### config.mk
export PLATFORM = sky130hd
export DESIGN_NAME = i2c_bit_level
export DESIGN_NICKNAME = d
export VERILOG_FILES = /design/src/hdl/i2c_bit_pkg.sv /design/src/hdl/i2c_bit_level.sv
export VERILOG_INCLUDE_DIRS = /design/src /design/src/hdl
export SDC_FILE = /design/constraint.sdc
export NUM_CORES = 1
export LEC_CHECK = 0
export BUFFER_PORTS_ARGS = -buffer_cell sky130_fd_sc_hd__buf_2
export CAP_MARGIN = 20
export CORE_AREA = 2 2 96 98
export CTS_CLUSTER_SIZE = 14
export DETAILED_ROUTE_END_ITERATION = 10
export DIE_AREA = 0 0 98 100
export PLACE_DENSITY = 0.66
export SYNTH_ARGS = -nofsm -noshare
export SYNTH_HDL_FRONTEND = slang
export SYNTH_HIERARCHICAL = 1
export SYNTH_SLANG_ARGS = --single-unit
### constraint.sdc
create_clock -name CLOCK -period 4.46 [get_ports CLOCK]
set_input_delay 0.446 -clock CLOCK [delete_from_list [all_inputs] [get_ports CLOCK]]
set_output_delay 0.446 -clock CLOCK [all_outputs]
set_load 0.02 [all_outputs]
### src/hdl/i2c_bit_map.svh
// Purpose: Offsets, field positions, reset values and timing counts of the bit-level two-wire block
// Assumes: CPU special-function bus, one byte access per cycle, 10 MHz clock
// Notes: Counts are derived from oscillator periods; one clock is one oscillator period here
`ifndef I2C_BIT_MAP_SVH
`define I2C_BIT_MAP_SVH
`define ADDR_CTRL_STATUS 8'hD8
`define ADDR_SINGLE_BIT 8'hD9
`define ADDR_START_IRQ 8'hDA
`define BIT_DATA 7
`define BIT_CLOCK 6
`define BIT_RISE 5
`define BIT_BUSY 4
`define BIT_RDONE 3
`define BIT_WDONE 2
`define BIT_HOLD 1
`define BIT_ENABLE 0
`define BIT_START_FLAG 7
`define OSC_PERIOD_NS 100
`define XTAL_PERIOD_NS 100
`define PULSE_DELAY_XTAL 28
`define PULSE_LEN_XTAL 100
`define PULSE_WAIT_XTAL 20
`define FILTER_XTAL 8
`define PULSE_DELAY_CYC (((`PULSE_DELAY_XTAL * `XTAL_PERIOD_NS) + `OSC_PERIOD_NS - 1) / `OSC_PERIOD_NS)
`define PULSE_LEN_CYC ((`PULSE_LEN_XTAL * `XTAL_PERIOD_NS) / `OSC_PERIOD_NS)
`define PULSE_WAIT_CYC (((`PULSE_WAIT_XTAL * `XTAL_PERIOD_NS) + `OSC_PERIOD_NS - 1) / `OSC_PERIOD_NS)
`define FILTER_CYC (((`FILTER_XTAL * `XTAL_PERIOD_NS) + `OSC_PERIOD_NS - 1) / `OSC_PERIOD_NS)
`define FIFO_DEPTH 16
`define FIFO_WIDTH 1
`define RESET_DATA_OUT 1'b1
`define RESET_CLOCK_OUT 1'b1
`endif

### src/hdl/i2c_bit_pkg.sv
// Purpose: Types shared by the bit-level two-wire block
// Assumes: Constants come from the map header
// Notes: No constants live here
package i2c_bit_pkg;
  typedef enum logic [1:0] {
    PULSE_IDLE = 2'b00,
    PULSE_DELAY = 2'b01,
    PULSE_HIGH = 2'b11
  } pulse_state_t;
  typedef struct packed {
    logic rd;
    logic wr;
    logic [7:0] addr;
    logic [7:0] wdata;
  } sfr_req_t;
  typedef struct packed {
    logic scl_oe;
    logic sda_oe;
  } line_drive_t;
endpackage

### src/hdl/i2c_bit_level.sv
// Purpose: Bit-level two-wire interface with filtering, stretching and auto clock pulse
// Assumes: CPU accesses one SFR byte per cycle; bus pins are open drain
// Notes: Received bits also pass a small FIFO for software that prefers a stream
`timescale 1ns/1ns
`include "i2c_bit_map.svh"

module i2c_bit_fifo #(
  parameter int WIDTH = 1,
  parameter int DEPTH = 16
) (
  // Clock and reset
  input wire logic clk,
  input wire logic rst,
  // Fill side
  input wire logic in_valid,
  output logic in_ready,
  input wire logic [WIDTH-1:0] in_data,
  // Drain side
  output logic out_valid,
  input wire logic out_ready,
  output logic [WIDTH-1:0] out_data
);
  localparam int AW = $clog2(DEPTH);
  typedef struct packed {
    logic [DEPTH-1:0][WIDTH-1:0] mem;
    logic [AW-1:0] wp;
    logic [AW-1:0] rp;
    logic [AW:0] cnt;
    logic vld;
    logic [WIDTH-1:0] dout;
  } fifo_state_t;
  fifo_state_t st, next_st;
  logic push, pop;

  // Handshake terms
  always_comb begin
    in_ready = (st.cnt != (AW+1)'(DEPTH));
    out_valid = st.vld;
    out_data = st.dout;
    push = in_valid && in_ready;
    pop = out_valid && out_ready;
  end

  // Pointer and count update
  always_comb begin
    next_st = st;
    if (push) begin
      next_st.mem[st.wp] = in_data;
      next_st.wp = st.wp + 1'b1;
    end
    if (pop) begin
      next_st.rp = st.rp + 1'b1;
    end
    if (push && !pop) begin
      next_st.cnt = st.cnt + 1'b1;
    end else if (pop && !push) begin
      next_st.cnt = st.cnt - 1'b1;
    end
    // Drain side registered from the updated count and pointer
    next_st.vld = (next_st.cnt != '0);
    next_st.dout = next_st.mem[next_st.rp];
  end

  // State register
  always_ff @(posedge clk) begin
    if (rst) begin
      st <= '0;
    end else begin
      st <= next_st;
    end
  end
endmodule

module i2c_bit_level (
  // Clock and reset
  input wire logic CLOCK,
  input wire logic SYS_RST,
  // SFR access
  input wire logic SFR_RD,
  input wire logic SFR_WR,
  input wire logic SFR_BIT_OP,
  input wire logic [7:0] SFR_ADDR,
  input wire logic [7:0] SFR_WDATA,
  output logic [7:0] SFR_RDATA,
  // Interrupt enables and request
  input wire logic GLOBAL_IRQ_ENABLE,
  input wire logic SERIAL_IRQ_ENABLE,
  output logic IRQ,
  // Bus pins
  input wire logic SCL_IN,
  output logic SCL_OUT,
  output logic SCL_OE,
  input wire logic SDA_IN,
  output logic SDA_OUT,
  output logic SDA_OE,
  // Received bit stream
  output logic RX_VALID,
  input wire logic RX_READY,
  output logic RX_DATA
);
  typedef struct packed {
    // Synchronisers and line filters
    logic [1:0] scl_sync;
    logic [1:0] sda_sync;
    logic [3:0] scl_cnt;
    logic [3:0] sda_cnt;
    logic scl_f;
    logic sda_f;
    // Software-visible latches and flags
    logic data_out_latch;
    logic clock_out_drive;
    logic filtered_data_in;
    logic clock_rise_flag;
    logic bus_busy_flag;
    logic read_bit_done;
    logic write_bit_done;
    logic hold_control_bit;
    logic interface_enable;
    // Bit sequencing
    logic start_flag;
    logic start_seen;
    logic stretch;
    logic arb_lost;
    logic cond_seen;
    // Auto pulse sequencer
    i2c_bit_pkg::pulse_state_t pstate;
    logic [6:0] pcnt;
    // Registered outputs
    logic [7:0] rdata;
    logic irq;
    i2c_bit_pkg::line_drive_t drive;
    logic rx_push;
  } blk_state_t;
  // Present and next state
  blk_state_t s, next_s;
  i2c_bit_pkg::sfr_req_t req;
  logic fifo_valid, fifo_data;
  // Decoded events of this cycle
  logic scl_rise, scl_fall, start_cond, stop_cond, bit_acc, ctrl_wr, irq_wr;

  // Bundle the bus request
  always_comb begin
    req.rd = SFR_RD;
    req.wr = SFR_WR;
    req.addr = SFR_ADDR;
    req.wdata = SFR_WDATA;
  end

  // Edges and conditions on filtered lines
  always_comb begin
    scl_rise = (s.scl_cnt == 4'(`FILTER_CYC)) && !s.scl_f && s.scl_sync[1];
    scl_fall = (s.scl_cnt == 4'(`FILTER_CYC)) && s.scl_f && !s.scl_sync[1];
    start_cond = s.scl_f && s.sda_f && (s.sda_cnt == 4'(`FILTER_CYC)) && !s.sda_sync[1];
    stop_cond = s.scl_f && !s.sda_f && (s.sda_cnt == 4'(`FILTER_CYC)) && s.sda_sync[1];
    bit_acc = (req.rd || req.wr) && (req.addr == `ADDR_SINGLE_BIT) && !SFR_BIT_OP;
    ctrl_wr = req.wr && (req.addr == `ADDR_CTRL_STATUS);
    irq_wr = req.wr && (req.addr == `ADDR_START_IRQ);
  end

  // Next-state logic
  always_comb begin
    next_s = s;
    next_s.rx_push = 1'b0;
    // Two-stage synchronisers feed the filters only
    next_s.scl_sync = {s.scl_sync[0], SCL_IN};
    next_s.sda_sync = {s.sda_sync[0], SDA_IN};
    // Filter: new level must hold for the window before it is taken
    if (s.scl_sync[1] == s.scl_f) begin
      next_s.scl_cnt = '0;
    end else if (s.scl_cnt == 4'(`FILTER_CYC)) begin
      next_s.scl_f = s.scl_sync[1];
      next_s.scl_cnt = '0;
    end else begin
      next_s.scl_cnt = s.scl_cnt + 1'b1;
    end
    // Same filter on the data line
    if (s.sda_sync[1] == s.sda_f) begin
      next_s.sda_cnt = '0;
    end else if (s.sda_cnt == 4'(`FILTER_CYC)) begin
      next_s.sda_f = s.sda_sync[1];
      next_s.sda_cnt = '0;
    end else begin
      next_s.sda_cnt = s.sda_cnt + 1'b1;
    end
    // Bus conditions
    if (start_cond) begin
      next_s.bus_busy_flag = 1'b1;
      next_s.start_seen = 1'b1;
      next_s.cond_seen = 1'b1;
    end
    if (stop_cond) begin
      next_s.bus_busy_flag = 1'b0;
      next_s.cond_seen = 1'b1;
      next_s.start_seen = 1'b0; // STOP cancels a pending start flag
    end
    // Register writes and access side effects
    if (ctrl_wr) begin
      next_s.data_out_latch = req.wdata[`BIT_DATA];
      next_s.clock_out_drive = req.wdata[`BIT_CLOCK];
      next_s.hold_control_bit = req.wdata[`BIT_HOLD];
      next_s.interface_enable = req.wdata[`BIT_ENABLE];
      // Zero on the rise bit clears the done flags too
      if (!req.wdata[`BIT_RISE]) begin
        next_s.clock_rise_flag = 1'b0;
        next_s.read_bit_done = 1'b0;
        next_s.write_bit_done = 1'b0;
      end
    end
    if (irq_wr && !req.wdata[`BIT_START_FLAG]) begin
      next_s.start_flag = 1'b0;
    end
    // Data register access starts a bit cycle
    if (bit_acc) begin
      if (req.wr) begin
        next_s.data_out_latch = req.wdata[`BIT_DATA];
      end
      next_s.start_flag = 1'b0;
      next_s.clock_rise_flag = 1'b0;
      next_s.read_bit_done = 1'b0;
      next_s.write_bit_done = 1'b0;
      next_s.stretch = 1'b0;
      next_s.arb_lost = 1'b0;
      next_s.cond_seen = 1'b0;
      if (!s.clock_out_drive) begin
        next_s.pstate = i2c_bit_pkg::PULSE_DELAY;
        next_s.pcnt = '0;
      end
    end
    // Line events win over clears in the same cycle
    if (scl_rise) begin
      next_s.filtered_data_in = s.sda_f;
      next_s.clock_rise_flag = 1'b1;
      next_s.rx_push = 1'b1;
      next_s.arb_lost = 1'b0;
      next_s.cond_seen = start_cond || stop_cond;
    end
    // Our released one over-ruled while the clock is high
    if (s.scl_f && s.data_out_latch && !s.sda_f && !start_cond && !stop_cond) begin
      next_s.arb_lost = 1'b1;
    end
    // Falling edge: start flag or bit completion
    if (scl_fall) begin
      if (s.start_seen) begin
        next_s.start_flag = 1'b1;
        next_s.stretch = 1'b1;
        next_s.start_seen = 1'b0;
      end else if (s.clock_rise_flag && !s.cond_seen && s.bus_busy_flag) begin
        next_s.read_bit_done = 1'b1;
        next_s.write_bit_done = !s.arb_lost;
      end
    end
    // Auto clock pulse sequencer
    case (s.pstate)
      // Wait out the rise delay
      i2c_bit_pkg::PULSE_DELAY: begin
        if (s.pcnt == 7'(`PULSE_DELAY_CYC - 1)) begin
          next_s.pstate = i2c_bit_pkg::PULSE_HIGH;
          next_s.pcnt = '0;
        end else begin
          next_s.pcnt = s.pcnt + 1'b1;
        end
      end
      // Hold high, pausing from the wait count on while the line is held low
      i2c_bit_pkg::PULSE_HIGH: begin
        if (s.pcnt == 7'(`PULSE_LEN_CYC - 1)) begin
          next_s.pstate = i2c_bit_pkg::PULSE_IDLE;
          next_s.pcnt = '0;
        end else if ((s.pcnt >= 7'(`PULSE_WAIT_CYC)) && !s.scl_f) begin
          next_s.pcnt = s.pcnt;
        end else begin
          next_s.pcnt = s.pcnt + 1'b1;
        end
      end
      // Idle
      default: begin
        next_s.pcnt = '0;
      end
    endcase
    // Read data mux
    next_s.rdata = 8'h00;
    if (req.addr == `ADDR_CTRL_STATUS) begin
      if (SFR_BIT_OP) begin
        next_s.rdata = {s.data_out_latch, s.clock_out_drive, 6'h00};
      end
      next_s.rdata[`BIT_DATA] = SFR_BIT_OP ? s.data_out_latch : s.filtered_data_in;
      next_s.rdata[`BIT_CLOCK] = SFR_BIT_OP ? s.clock_out_drive : s.scl_f;
      next_s.rdata[`BIT_RISE] = s.clock_rise_flag;
      next_s.rdata[`BIT_BUSY] = s.bus_busy_flag;
      next_s.rdata[`BIT_RDONE] = s.read_bit_done;
      next_s.rdata[`BIT_WDONE] = s.write_bit_done;
      next_s.rdata[`BIT_HOLD] = s.hold_control_bit;
      next_s.rdata[`BIT_ENABLE] = s.interface_enable;
    end else if (req.addr == `ADDR_SINGLE_BIT) begin
      next_s.rdata = {s.filtered_data_in, 7'h00};
    end else if (req.addr == `ADDR_START_IRQ) begin
      next_s.rdata = {s.start_flag, 7'h00};
    end
    // Interrupt request and pin drive
    next_s.irq = next_s.start_flag && GLOBAL_IRQ_ENABLE && SERIAL_IRQ_ENABLE;
    next_s.drive.sda_oe = !next_s.data_out_latch;
    next_s.drive.scl_oe = next_s.stretch || !(next_s.clock_out_drive || (next_s.pstate == i2c_bit_pkg::PULSE_HIGH));
  end

  // State register
  always_ff @(posedge CLOCK) begin
    if (SYS_RST) begin
      s <= '0;
      s.scl_sync <= 2'b11;
      s.sda_sync <= 2'b11;
      s.scl_f <= 1'b1;
      s.sda_f <= 1'b1;
      s.data_out_latch <= `RESET_DATA_OUT;
      s.clock_out_drive <= `RESET_CLOCK_OUT;
      s.pstate <= i2c_bit_pkg::PULSE_IDLE;
    end else begin
      s <= next_s;
    end
  end

  // Received bit stream buffer
  i2c_bit_fifo #(
    .WIDTH(`FIFO_WIDTH),
    .DEPTH(`FIFO_DEPTH)
  ) rx_fifo (
    .clk(CLOCK),
    .rst(SYS_RST),
    .in_valid(s.rx_push),
    .in_ready(),
    .in_data(s.filtered_data_in),
    .out_valid(fifo_valid),
    .out_ready(RX_READY),
    .out_data(fifo_data)
  );

  // Outputs straight from registers
  always_comb begin
    SFR_RDATA = s.rdata;
    IRQ = s.irq;
    SCL_OUT = 1'b0;
    SCL_OE = s.drive.scl_oe;
    SDA_OUT = 1'b0;
    SDA_OE = s.drive.sda_oe;
    RX_VALID = fifo_valid;
    RX_DATA = fifo_data;
  end
endmodule

==> key figures <==
Detailed routing
  – TritonRoute pass-1 iters: 4
  – Detailed Route Iter0 Violations: 73
  – Routed len/inst: 13.4 um
  – Final wirelength: 7990 um
  – Final ANT Viol Nets: 0
  – Vias per std cell: 5.53
  – DR vias: 3288
  – DRC: 0

Logic synthesis
  – Post-synth top flop: dfxtp_1
  – FFs w/ async S/R, synth: 0
  – Syn_area_per_cell: 8.80 sq um
  – Fraction of synthesized area in multiplexers: 0.0689
  – Sequential area share after synthesis: 0.392
  – Post-synthesis compound-gate area fraction: 0.133
  – Cells after synthesis: 464
  – Yosys warns: 6
  – Synth Area in XOR/XNOR: 0.0364
  – Yosys cell types: 72
  – Synthesized area: 4090 sq um
  – Yosys reg bits: 80
  – Largest family of logic cells by synthesized area: simple AND/OR/NAND/NOR gates
  – Simple-Gate Fraction of Synth Area: 0.266
  – Post-synth EDFFs: 0
  – Synth Area in Adders: 0.0398

Hold path
  – Worst min-delay path category: primary input to flop

Timing
  – Normalized max-slew margin: 0.517
  – FMAX: 426 MHz
  – RSZ-0062 raised after global routing: no
  – Crit path time final: 2.35 ns
  – Setup violators final: 0
  – Endpoints failing hold: 0
  – Layout Skew: 0.00817 ns
  – Tcrit/Tclk final: 0.527
  – Setup TNS: 0 ns
  – Worst slew pin tran: 0.723 ns
  – Pins over their slew limit: 0

Layout
  – Area grow syn2layout: 8.61%
  – Area of the multi-input gates: 2230 sq um
  – Layout Nets: 520
  – Final-layout fill cell count: 866
  – FF/Latch Area: 1600 sq um
  – Most common cell after layout, fill and taps aside: dfxtp_1
  – Diode count: 0
  – Most frequent cells in the layout: 80 x dfxtp_1, 54 x nor2_1, 35 x nand2_1, 35 x buf_2, 27 x mux2i_1
  – Layout cells sized above 1: 0.161

Pwr
  – Pwr/cell area: 360 nW/um^2
  – Maximum VDD drop: 0.190 mV
  – Pwr Total: 1.60 mW
  – LEAKAGE: 1.70 nW

Clocking
  – Clock Latency Late Sink: 0.34 ns
  – Clock Tree Root: clkbuf_8
  – Post-CTS setup buffers: 0
  – CTS tree: built
  – Num Clock Sinks: 80
  – Htree depth: 3
  – Clk slew on worst S/H paths: 0.08 ns
  – Total CTS buffers: 9
  – # resized after CTS: 0
  – Clock buffer depth: 2
  – Hold buffer count at CTS: 0

Critical path
  – Largest stage delay, worst path: 0.43 ns
  – Worst Path Required: 4.69 ns
  – Crit Path Category: flop to flop
  – Crit path capture type: flop
  – CP max FO: 14
  – Critical path buffers and inverters: 1
  – CP startpoint kind: flop
  – Crit-path cells: inv_1 -> ha_1 -> and4bb_4 -> nor4_1 -> mux2i_1 -> o221ai_1 -> o21ai_0 -> o22ai_1
  – Slowest-stage cell, CP: dfxtp_1
  – Crit path DAT: 2.58 ns
  – Kind of cell adding the most delay to the critical path: simple AND/OR/NAND/NOR gates

GRT
  – Vias in the first global route: 3179
  – Largest net degree at the start of global routing: 37
  – GRT overflow: 0
  – Initial antenna violation count: 0
  – GRT Total Usage: 0.170
  – First-pass GRT wire length: 13800 um

Placed design
  – Number of port buffers: 35
  – Final HPWL DP: 5810 um
  – GP Congestion: 0.830

Status
  – Status: complete, no violations

Die
  – Die height: 100 um
  – Core area: 8890 sq um
  – Ports: 41
  – Die width: 98 um
  – Row count: 35
  – Initial core utilization: 0.460
  – Full die area: 9800 sq um

Job
  – Max Cap Viol: 0
## worst paths after layout
check                     endpoint  depth (start not counted)          start  slack [ns]
setup / recovery  rx_fifo/out_data                          8  rx_fifo/st[2]        2.11
hold / removal          next_s[46]                          2         SDA_IN        0.28
setup reg to reg  rx_fifo/out_data                          8  rx_fifo/st[2]        2.11
hold reg to reg              s[46]                          1     next_s[46]        0.43
## cell type report
type	instances	area share
clock buffers	9	0.0279
clock inverters	5	0.0189
inverters	20	0.0175
multi-input cells	334	0.502
flip-flops and latches	80	0.361
well taps	111	0.0313
repair buffers	36	0.0412
## per-stage QoR
| step | std cells | setup slack (ns) | hold WS (ns) | instance area (sq um) | util |
|---|---|---|---|---|---|
| 6_report | 595 | 2.11 | 0.279 | 4440 | 0.499 |
| 4_1_cts | 595 | 2.15 | 0.252 | 4440 | 0.499 |
| 2_1_floorplan | 465 | 2.42 | 0.389 | 4090 | - |
| 3_5_place_dp | 581 | 2.17 | 0.417 | 4230 | 0.476 |
| 3_3_place_gp | 581 | 2.22 | 0.400 | 4230 | 0.476 |
| 5_1_grt | 595 | 1.93 | 0.266 | 4440 | 0.499 |
## cell families (layout without fill, tap and decap cells)
| family | count (synthesis) | after routing |
|---|---|---|
| AOI/OAI and AO/OA | 79 | 79 |
| adders and majority gates | 13 | 13 |
| DFF | 80 | 80 |
| and+or+nand+nor | 195 | 195 |
| xor gates and xnor gates | 17 | 17 |
| other | 1 | 2 |
| buffers and inverters | 51 | 70 |
| muxes | 28 | 28 |
## flip-flops by register name, indices dropped and copies added, names as in the netlist
signal and count:
SCL_OE 1, SFR_RDATA 8, rx_fifo/out_data 1, next_s 2
SDA_OE 1, rx_fifo/out_valid 1, s 36, rx_fifo/st 29
IRQ 1
## cell usage after synthesis, types with 3 or more instances
cell type / n / area (sq um)
a21boi_0: 3 / 22.5
o211ai_1: 6 / 45.0
o21ai_0: 14 / 70.1
nor4bb_1: 4 / 40.0
nand4_1: 6 / 37.5
or2_2: 7 / 43.8
clkbuf_1: 9 / 33.8
xnor2_1: 7 / 61.3
nor3_1: 14 / 70.1
a211oi_1: 4 / 30.0
inv_1: 19 / 71.3
nand3_1: 15 / 75.1
buf_2: 7 / 35.0
nand3b_1: 5 / 37.5
and3_1: 4 / 25.0
dfxtp_1: 80 / 1600
a31oi_1: 3 / 18.8
or3_1: 4 / 25.0
o2111ai_1: 3 / 26.3
o22ai_1: 6 / 37.5
nor2b_1: 5 / 31.3
xor2_1: 10 / 87.6
nand2_1: 35 / 131
and2_1: 10 / 62.6
a21oi_1: 17 / 85.1
and3b_1: 4 / 35.0
nor4_1: 4 / 25.0
ha_1: 13 / 163
nor2_1: 54 / 203
buf_4: 11 / 82.6
mux2i_1: 27 / 270
## routing by layer
metal  up-vias  track usage  wire length [um]
li1       1658            -                 -
met1      1551        0.198              3710
met2        63        0.297              3840
met3        16       0.0460               310
met4         0       0.0694               127
met5         -            0                 0
## report_power, final
group	switching [mW]	leakage, nW	internal (mW)	total, mW
Clock	0.254	0.0974	0.310	0.564
Combinational	0.150	0.951	0.105	0.255
Sequential	0.0382	0.647	0.738	0.777
Power figures use the tool's default switching activity.
